File: config.mk
export PLATFORM = sky130hd
export DESIGN_NAME = epio_top
export DESIGN_NICKNAME = d
export VERILOG_FILES = /design/src/common/epio_pkg.sv /design/src/rtl/epio_top.sv
export VERILOG_INCLUDE_DIRS = /design/src /design/src/common
export SDC_FILE = /design/constraint.sdc
export NUM_CORES = 1
export LEC_CHECK = 0
export BUFFER_PORTS_ARGS = -buffer_cell sky130_fd_sc_hd__buf_4
export CORE_ASPECT_RATIO = 1.5
export CORE_MARGIN = 10
export CORE_UTILIZATION = 60
export DETAILED_ROUTE_END_ITERATION = 8
export PLACE_DENSITY = 0.92
export SLEW_MARGIN = 5
export SYNTH_ARGS = -nofsm -noshare
export SYNTH_HDL_FRONTEND = slang
export SYNTH_SLANG_ARGS = --single-unit
File: constraint.sdc
create_clock -name clock_in -period 11.1 [get_ports clock_in]
set_clock_uncertainty 0.2 [all_clocks]
set_input_delay 1.11 -clock clock_in [delete_from_list [all_inputs] [get_ports clock_in]]
set_output_delay 1.11 -clock clock_in [all_outputs]
set_load 0.02 [all_outputs]
File: src/common/epio_cfg.svh
// Purpose: constants for the eight-port parallel i/o block
// Assumes: 100 MHz system clock
// Notes: times in ns, cycle counts derived here
`ifndef EPIO_CFG_SVH
`define EPIO_CFG_SVH

`define EPIO_NUM_PORTS 8
`define EPIO_CLK_PERIOD_NS 10
// strobe falls 1.0 to 1.5 us after the write, stays low 1.0 us
`define EPIO_STROBE_DELAY_MIN_NS 1000
`define EPIO_STROBE_DELAY_MAX_NS 1500
`define EPIO_STROBE_WIDTH_NS 1000
// least delay rounds up, so the earliest edge still meets 1.0 us
`define EPIO_STROBE_DELAY_CYC \
	((`EPIO_STROBE_DELAY_MIN_NS + `EPIO_CLK_PERIOD_NS - 1) / `EPIO_CLK_PERIOD_NS)
`define EPIO_STROBE_WIDTH_CYC \
	((`EPIO_STROBE_WIDTH_NS + `EPIO_CLK_PERIOD_NS - 1) / `EPIO_CLK_PERIOD_NS)
`define EPIO_CNT_W 8

// port offsets from the base address
`define EPIO_PORT_RELAY 3'h1
`define EPIO_PORT_SWITCH_OPTO 3'h4
`define EPIO_PORT_MONITOR 3'h6
`define EPIO_PORT_PANEL 3'h7

// field positions in the switch and coupler input byte
`define EPIO_SW3_LSB 0
`define EPIO_OPTO_LSB 3

// reset values
`define EPIO_LATCH_RST 8'h00
`define EPIO_CTRL_RST 8'h00
`define EPIO_STATUS_RST 8'hff

`endif

File: src/common/epio_pkg.sv
// Purpose: shared types for the eight-port parallel i/o block
// Assumes: nothing beyond the cfg header
// Notes: constants live in epio_cfg.svh
package epio_pkg;

	typedef logic [7:0] epio_byte_t;

	// per-port strobe sequencer
	typedef enum logic [1:0] {
		EPIO_STB_IDLE,
		EPIO_STB_DELAY,
		EPIO_STB_LOW
	} epio_stb_e;

endpackage

File: src/rtl/epio_top.sv
// Purpose: eight-port parallel i/o block behind a byte-wide i/o bus
// Assumes: bus strobes and all pins synchronous to clock_in
// Assumes: monitor_mode_in may change while running
// Notes: terminal lines are split into in, out and active-low enable
// Notes: strobe delay is the shortest legal one, a rewrite restarts it
// Notes: status flag 0 means new data, reset shows every port as read
// Notes: a gate held high keeps its flag clear, reads cannot set it
//
// Contract
// - eight ports, write and read latch each
// - i/o write loads the addressed write latch
// - external capture gate loads the read latch
// - strobe low 1.0-1.5 us later, 1.0 us
// - low drive enable drives the write latch
// - port 6 read shows all status flags
// - select when A7..A3 match base switches
// - port k answers at base plus k
// - switch on needs 1, off needs 0
// - spare three switches read on port 4
// - eight switch bank read on port 7
// - leds show port 7 write latch
// - couplers appear as port 4 bits 3, 4
// - relays follow port 1 bits 0, 1
// - port 6 monitor by default, optional plain
// - drive when enable low or control bit set
// - read latch follows while gate high
// - gate high clears the status flag
// - processor read sets the status flag
`timescale 1ns/100ps
`include "epio_cfg.svh"

module epio_top (
	input wire logic clock_in,
	input wire logic rst_in,
	// i/o bus side
	input wire logic [7:0] bus_addr_in,
	input wire logic [7:0] bus_wdata_in,
	input wire logic bus_write_in,
	input wire logic bus_read_in,
	output logic [7:0] bus_rdata_out,
	output logic bus_rdata_valid_out,
	output logic bus_select_out,
	// board straps and switches
	input wire logic [4:0] base_switch_in,
	input wire logic [2:0] spare_switch_in,
	input wire logic [7:0] switch_bank_in,
	input wire logic monitor_mode_in,
	input wire logic [1:0] coupler_in,
	// terminal side, port k uses bits 8k+7 .. 8k
	input wire logic [63:0] terminal_data_line_in,
	output logic [63:0] terminal_data_line_out,
	output logic [7:0] terminal_data_oe_n_out,
	input wire logic [7:0] drive_enable_n_in,
	input wire logic [7:0] capture_gate_in,
	output logic [7:0] write_strobe_n_out,
	// on-board loads
	output logic [7:0] led_out,
	output logic [1:0] relay_out
);

	// board select: every base switch must match its address line
	function automatic logic board_hit(input logic [7:0] addr, input logic [4:0] base);
		board_hit = (addr[7:3] == base);
	endfunction

	// decoded one-hot port select, gated by board select
	function automatic logic [7:0] port_onehot(input logic [7:0] addr, input logic [4:0] base);
		port_onehot = 8'h00;
		if (board_hit(addr, base)) begin
			port_onehot[addr[2:0]] = 1'b1;
		end
	endfunction

	// port 6 belongs to the control logic while monitor mode is on
	function automatic logic plain_port(input int k, input logic mon);
		plain_port = !(k == `EPIO_PORT_MONITOR && mon);
	endfunction

	logic [7:0] wr_sel;
	logic [7:0] rd_sel;
	logic monitor_wr;

	// strobes qualified by address decode; port 6 diverted in monitor mode
	always_comb begin
		wr_sel = bus_write_in ? port_onehot(bus_addr_in, base_switch_in) : 8'h00;
		rd_sel = bus_read_in ? port_onehot(bus_addr_in, base_switch_in) : 8'h00;
		monitor_wr = monitor_mode_in & wr_sel[`EPIO_PORT_MONITOR];
		bus_select_out = board_hit(bus_addr_in, base_switch_in) & (bus_write_in | bus_read_in);
	end

	// write latches and port 6 control bits
	epio_pkg::epio_byte_t wr_latch_reg [8];
	epio_pkg::epio_byte_t wr_latch_next [8];
	epio_pkg::epio_byte_t ctrl_reg;
	epio_pkg::epio_byte_t ctrl_next;

	// next latch values, at most one write per cycle
	always_comb begin
		for (int k = 0; k < `EPIO_NUM_PORTS; k++) begin
			wr_latch_next[k] = wr_latch_reg[k];
			if (wr_sel[k] && plain_port(k, monitor_mode_in)) begin
				wr_latch_next[k] = bus_wdata_in;
			end
		end
		// control bits only exist in monitor mode
		ctrl_next = ctrl_reg;
		if (monitor_wr) begin
			ctrl_next = bus_wdata_in;
		end
		// plain mode: software enables are not available
		if (!monitor_mode_in) begin
			ctrl_next = `EPIO_CTRL_RST;
		end
	end

	// latches clear only on reset
	always_ff @(posedge clock_in or posedge rst_in) begin
		if (rst_in) begin
			for (int k = 0; k < `EPIO_NUM_PORTS; k++) begin
				wr_latch_reg[k] <= `EPIO_LATCH_RST;
			end
			ctrl_reg <= `EPIO_CTRL_RST;
		end else begin
			for (int k = 0; k < `EPIO_NUM_PORTS; k++) begin
				wr_latch_reg[k] <= wr_latch_next[k];
			end
			ctrl_reg <= ctrl_next;
		end
	end

	// read latches and status flags; flag 1 means read, 0 means new data
	epio_pkg::epio_byte_t rd_latch_reg [8];
	epio_pkg::epio_byte_t rd_latch_next [8];
	logic [7:0] status_reg;
	logic [7:0] status_next;

	// transparent while the gate is high, holds once it drops
	always_comb begin
		for (int k = 0; k < `EPIO_NUM_PORTS; k++) begin
			rd_latch_next[k] = rd_latch_reg[k];
			if (capture_gate_in[k]) begin
				rd_latch_next[k] = terminal_data_line_in[8*k +: 8];
			end
			status_next[k] = status_reg[k];
			if (rd_sel[k] && plain_port(k, monitor_mode_in)) begin
				status_next[k] = 1'b1;
			end
			// a gate still high keeps the flag clear, it beats the read
			if (capture_gate_in[k]) begin
				status_next[k] = 1'b0;
			end
		end
	end

	// flags reset to read, so no port claims new data
	always_ff @(posedge clock_in or posedge rst_in) begin
		if (rst_in) begin
			for (int k = 0; k < `EPIO_NUM_PORTS; k++) begin
				rd_latch_reg[k] <= `EPIO_LATCH_RST;
			end
			status_reg <= `EPIO_STATUS_RST;
		end else begin
			for (int k = 0; k < `EPIO_NUM_PORTS; k++) begin
				rd_latch_reg[k] <= rd_latch_next[k];
			end
			status_reg <= status_next;
		end
	end

	// read data mux; special ports overlay on-board devices
	epio_pkg::epio_byte_t rdata_reg;
	epio_pkg::epio_byte_t rdata_next;
	logic rvalid_reg;
	logic rvalid_next;
	epio_pkg::epio_byte_t sel_byte;

	// byte picked by the low address bits, before the read edge
	always_comb begin
		sel_byte = rd_latch_reg[bus_addr_in[2:0]];
		case (bus_addr_in[2:0])
			`EPIO_PORT_SWITCH_OPTO: begin
				sel_byte[`EPIO_SW3_LSB +: 3] = spare_switch_in;
				sel_byte[`EPIO_OPTO_LSB +: 2] = coupler_in;
			end
			`EPIO_PORT_MONITOR: begin
				if (monitor_mode_in) begin
					sel_byte = status_reg;
				end
			end
			`EPIO_PORT_PANEL: begin
				sel_byte = switch_bank_in;
			end
			default: begin
			end
		endcase
		// answer only for a decoded read
		rvalid_next = |rd_sel;
		rdata_next = rdata_reg;
		if (|rd_sel) begin
			rdata_next = sel_byte;
		end
	end

	// registered answer, one cycle after the read strobe
	always_ff @(posedge clock_in or posedge rst_in) begin
		if (rst_in) begin
			rdata_reg <= 8'h00;
			rvalid_reg <= 1'b0;
		end else begin
			rdata_reg <= rdata_next;
			rvalid_reg <= rvalid_next;
		end
	end

	// answer pins straight from the flops
	assign bus_rdata_out = rdata_reg;
	assign bus_rdata_valid_out = rvalid_reg;

	// software enables vanish the moment monitor mode is left
	logic [7:0] sw_enable;
	assign sw_enable = ctrl_reg & {8{monitor_mode_in}};

	// counts cut to the counter width on purpose
	localparam logic [`EPIO_CNT_W-1:0] stb_delay_cyc = `EPIO_CNT_W'(`EPIO_STROBE_DELAY_CYC);
	localparam logic [`EPIO_CNT_W-1:0] stb_width_cyc = `EPIO_CNT_W'(`EPIO_STROBE_WIDTH_CYC);

	// per-port strobe sequencer; a new write restarts the delay
	genvar g;
	generate
		for (g = 0; g < `EPIO_NUM_PORTS; g++) begin : gen_port
			// state of this port's strobe
			epio_pkg::epio_stb_e stb_state_reg;
			epio_pkg::epio_stb_e stb_state_next;
			logic [`EPIO_CNT_W-1:0] stb_cnt_reg;
			logic [`EPIO_CNT_W-1:0] stb_cnt_next;
			logic stb_n_reg;
			logic stb_n_next;

			// counts from the bus clock, no analog one-shot
			always_comb begin
				stb_state_next = stb_state_reg;
				stb_cnt_next = stb_cnt_reg;
				stb_n_next = 1'b1;
				case (stb_state_reg)
					epio_pkg::EPIO_STB_IDLE: begin
						stb_n_next = 1'b1;
					end
					epio_pkg::EPIO_STB_DELAY: begin
						stb_cnt_next = stb_cnt_reg - 8'h01;
						if (stb_cnt_reg == 8'h01) begin
							stb_state_next = epio_pkg::EPIO_STB_LOW;
							stb_cnt_next = stb_width_cyc;
							stb_n_next = 1'b0;
						end
					end
					epio_pkg::EPIO_STB_LOW: begin
						stb_cnt_next = stb_cnt_reg - 8'h01;
						stb_n_next = 1'b0;
						if (stb_cnt_reg == 8'h01) begin
							stb_state_next = epio_pkg::EPIO_STB_IDLE;
							stb_n_next = 1'b1;
						end
					end
					default: begin
						stb_state_next = epio_pkg::EPIO_STB_IDLE;
						stb_cnt_next = '0;
					end
				endcase
				if (wr_sel[g]) begin
					stb_state_next = epio_pkg::EPIO_STB_DELAY;
					stb_cnt_next = stb_delay_cyc; // falls on the 100th edge, not before
					stb_n_next = 1'b1;
				end
			end

			// reset leaves every strobe inactive high
			always_ff @(posedge clock_in or posedge rst_in) begin
				if (rst_in) begin
					stb_state_reg <= epio_pkg::EPIO_STB_IDLE;
					stb_cnt_reg <= '0;
					stb_n_reg <= 1'b1;
				end else begin
					stb_state_reg <= stb_state_next;
					stb_cnt_reg <= stb_cnt_next;
					stb_n_reg <= stb_n_next;
				end
			end

			assign write_strobe_n_out[g] = stb_n_reg;
			// hardware and software enables wire-or onto the driver
			assign terminal_data_oe_n_out[g] = drive_enable_n_in[g] & ~sw_enable[g];
			assign terminal_data_line_out[8*g +: 8] = wr_latch_reg[g];
		end
	endgenerate

	// on-board loads hang off the write latches
	assign led_out = wr_latch_reg[`EPIO_PORT_PANEL];
	assign relay_out = wr_latch_reg[`EPIO_PORT_RELAY][1:0];

endmodule

==> flow_metrics.tcl <==
set metrics [dict create \
    outcome "completed" \
    num_io_pins 219 \
    drt_drc_violations_left 0 \
    worst-slew-pin-transition_ns 0.976 \
    die_h_um 192 \
    clk_pin_slew_ns 0.06 \
    tritoncts "built" \
    largest_register_ffs 64 \
    post_drt_wl_per_cell_um 20.5 \
    slew-limit-headroom 0.343 \
    cts_hold_buffers 0 \
    numCtsBuffers 22 \
    grt_setup_unrepaired "no" \
    cp_slowest_stage_delay_ns 0.37 \
    rr_endpoint "gen_port[0].stb_cnt_reg[4]" \
    hold-worst-slack_ns 0.306 \
    async_reset_ff_frac 1.00 \
    postPlaceCellArea_um2 13300 \
    kind_of_launch_point_of_the_worst_setup_path "primary input" \
    cts.repair.resized 0 \
    cts.path.max_buffers 3 \
    gr-usage-all-layers 0.242 \
    hold_path_end "rd_latch_reg[45]" \
    cp.arrival_ns 2.36 \
    drv_slew 0 \
    drt_pass_1_iters 6 \
    drt_first_iter_violations 671 \
    core_um2 19200 \
    setup_violation_total_in_the_final_timing_report 0 \
    cap_viol_max_count 0 \
    timing.final.crit_period_ns 3.67 \
    antenna_found_initial 0 \
    stdcell_area_um2 14100 \
    slowest_stage "sky130_fd_sc_hd__nor2_4" \
    drtAntennaViolNets 0 \
    finalNetCount 1442 \
    report.final.hold_viol_count 0 \
    worstRegToRegCells 7 \
    design.die.area_um2 25800 \
    grt_first_pass_wirelength_mm 51.2 \
    clock.fmax_mhz 273 \
    worst-endpoint-required_ns 9.79 \
    synth.ff_latch_count 228 \
    drt-vias-per-instance 6.11 \
    chipWidth_um 135 \
    synth_cell_type_count 70 \
    synth.cell_area_um2 11800 \
    wirelength_mm 31.9 \
    layout.filler_cells 1262 \
    min-delay-start "rd_latch_reg[45]" \
    avgSynthCellArea_um2 10.4 \
    gp_routability_congestion 0.927 \
    dpl_worst_slack_ns 7.48 \
    fin_tns_setup_ns 0 \
    layout.area.seq_um2 5730 \
    worst_path_most_repeated_cell "sky130_fd_sc_hd__buf_4" \
    cts_setup_buffers 0 \
    worstSkewPairLatency_ns 0.50 \
    grt_pass1_vias 10037 \
    syn_to_final_growth_pct 19.3 \
    synth_flop_cell "sky130_fd_sc_hd__dfrtp_1" \
    drive_gt1_frac 0.316 \
    cell_at_the_root_of_the_clock_tree "sky130_fd_sc_hd__clkbuf_16" \
    cp_cell_instances "buf_4 > xnor2_1 > nand3_2 > nor2_4 > o21a_1 > buf_4" \
    place.detailed.hpwl_mm 22.9 \
    synth-edff-count 0 \
    antenna_cells 0 \
    synthesis.nets 1289 \
    start_util 0.614 \
    share_of_synthesized_area_occupied_by_flip_flops_and_latches 0.485 \
    hold_path.class "reg2reg" \
    final_cell_count_no_fill 1555 \
    worst_hold_path.num_cells 1 \
    yosysWarnings 0 \
    critical_path_peak_fanout 15 \
    worst-setup-path-type "in2out" \
    final.period_utilization 0.330 \
    synth_top_cells_by_area "sky130_fd_sc_hd__dfrtp_1 (45%), sky130_fd_sc_hd__mux2_2 (12%), sky130_fd_sc_hd__ha_1 (4.2%)" \
    vdd_drop_max_uv 126 \
    rows 62 \
    post-synth-top-area-fraction 0.449 \
    dr_total_vias 9502 \
    worstSetupEndpointType "primary output" \
    cts_sinks 228 \
    multi_input_area_um2 5500 \
    io_port_bufs 205 \
    pin_count_of_the_biggest_net_entering_global_routing 120 \
    fin_worst_setup_slack_ns 7.43 \
    htreeDepth 1 \
    placedCellCount 1515 \
    worstReg2RegStart "gen_port[0].stb_cnt_reg[1]" \
    postSynthCellCount 1130 \
    globalRoute.totalOverflow 0 \
    leakagePower_nw 6.61 \
    rrSetupSlack_ns 8.63 \
    library_cell_occupying_the_most_area_in_the_post_synthesis_netlist "sky130_fd_sc_hd__dfrtp_1" \
    power-per-cell-area_nw_per_um2 160 \
]
## Yosys cell counts, types with 12 or more instances
cell	n
sky130_fd_sc_hd__mux4_2	12
sky130_fd_sc_hd__ha_1	40
sky130_fd_sc_hd__nand2_1	97
sky130_fd_sc_hd__o21ai_0	68
sky130_fd_sc_hd__buf_4	19
sky130_fd_sc_hd__nor2_1	97
sky130_fd_sc_hd__buf_2	13
sky130_fd_sc_hd__or3_1	12
sky130_fd_sc_hd__dfstp_2	16
sky130_fd_sc_hd__nor3_1	28
sky130_fd_sc_hd__clkbuf_1	42
sky130_fd_sc_hd__a31oi_1	23
sky130_fd_sc_hd__mux2_2	122
sky130_fd_sc_hd__a21oi_1	62
sky130_fd_sc_hd__dfrtp_1	212
sky130_fd_sc_hd__inv_1	51
sky130_fd_sc_hd__nand3_1	18
## routing by layer
metal	global-route usage	vias to the layer above	wire, um	share of wire
met1	0.249	4743	11000	0.34
met5	0	-	0	0
li1	-	4316	-	-
met2	0.451	360	17100	0.54
met3	0.0654	83	2540	0.080
met4	0.102	0	1280	0.040
## layout make-up
cell class | count | area share
Multi-Input combinational cell | 770 | 0.391
Clock inverter | 7 | 0.00809
Timing Repair Buffer | 210 | 0.112
Clock buffer | 33 | 0.0457
Inverter | 51 | 0.0141
Sequential cell | 228 | 0.407
Tap cell | 256 | 0.0227
## cells by family after synthesis
logic type,share of synthesized area
XOR/XNOR,0.00371
multiplexers,0.148
buffers and inverters,0.0495
AO/OA/AOI/OAI,0.118
flip-flops,0.485
AND/OR/NAND/NOR,0.153
adder cells (fa/ha/maj),0.0424
## worst max-delay path, delay by kind of cell
family,cells,cell delay [ns]
AND/OR/NAND/NOR,2,0.60
buffers and inverters,2,0.25
XOR/XNOR,1,0.20
AO/OA/AOI/OAI,1,0.19
## worst max path at each step
stage	slack, ns	end	from	cells past startpoint
2_1_floorplan	3.57	bus_rdata_out[0]	rst_in	1
3_3_place_gp	7.51	bus_select_out	base_switch_in[4]	6
3_5_place_dp	7.48	bus_select_out	base_switch_in[3]	6
4_1_cts	7.44	bus_select_out	base_switch_in[1]	6
5_1_grt	7.34	bus_select_out	base_switch_in[1]	6
6_report	7.43	bus_select_out	base_switch_in[1]	6
## cells in the final DEF (no fill, tap or decap), types with 5 or more instances in the layout
cell / count
sky130_fd_sc_hd__dfrtp_1: 212
sky130_fd_sc_hd__clkbuf_16: 23
sky130_fd_sc_hd__dfstp_2: 16
sky130_fd_sc_hd__o211ai_1: 9
sky130_fd_sc_hd__o21ai_0: 68
sky130_fd_sc_hd__nor4b_1: 8
sky130_fd_sc_hd__nand3_1: 18
sky130_fd_sc_hd__or3_1: 12
sky130_fd_sc_hd__xnor2_1: 5
sky130_fd_sc_hd__nor4_1: 6
sky130_fd_sc_hd__o22ai_1: 9
sky130_fd_sc_hd__nor2_1: 97
sky130_fd_sc_hd__a22oi_1: 9
sky130_fd_sc_hd__a31oi_1: 23
sky130_fd_sc_hd__clkbuf_1: 7
sky130_fd_sc_hd__inv_1: 50
sky130_fd_sc_hd__mux2_2: 122
sky130_fd_sc_hd__and2_1: 10
sky130_fd_sc_hd__a21oi_1: 62
sky130_fd_sc_hd__buf_4: 210
sky130_fd_sc_hd__mux2i_1: 10
sky130_fd_sc_hd__nand3b_1: 9
sky130_fd_sc_hd__a21o_1: 7
sky130_fd_sc_hd__or4_1: 8
sky130_fd_sc_hd__nor3_1: 28
sky130_fd_sc_hd__ha_1: 40
sky130_fd_sc_hd__o21a_1: 5
sky130_fd_sc_hd__mux4_2: 12
sky130_fd_sc_hd__nand4_1: 8
sky130_fd_sc_hd__nor2b_1: 11
sky130_fd_sc_hd__nand2b_1: 7
sky130_fd_sc_hd__a211oi_1: 6
sky130_fd_sc_hd__nand2_1: 97
## where the power goes
part	internal, mW	switching (mW)	leakage (nW)	total, mW
sequential	0.917	0.0740	2.97	0.991
combinational	0.206	0.267	3.27	0.473
clock	0.471	0.316	0.372	0.787
total	1.59	0.657	6.61	2.25
## stage by stage
stage / total power [mW] / utilization
2_1_floorplan: 1.30 / -
5_1_grt: 2.35 / 0.732
6_report: 2.25 / 0.732
4_1_cts: 2.26 / 0.732
3_5_place_dp: 1.46 / 0.693
3_3_place_gp: 1.44 / 0.693
No activity file was read; power rests on OpenSTA's default activity.
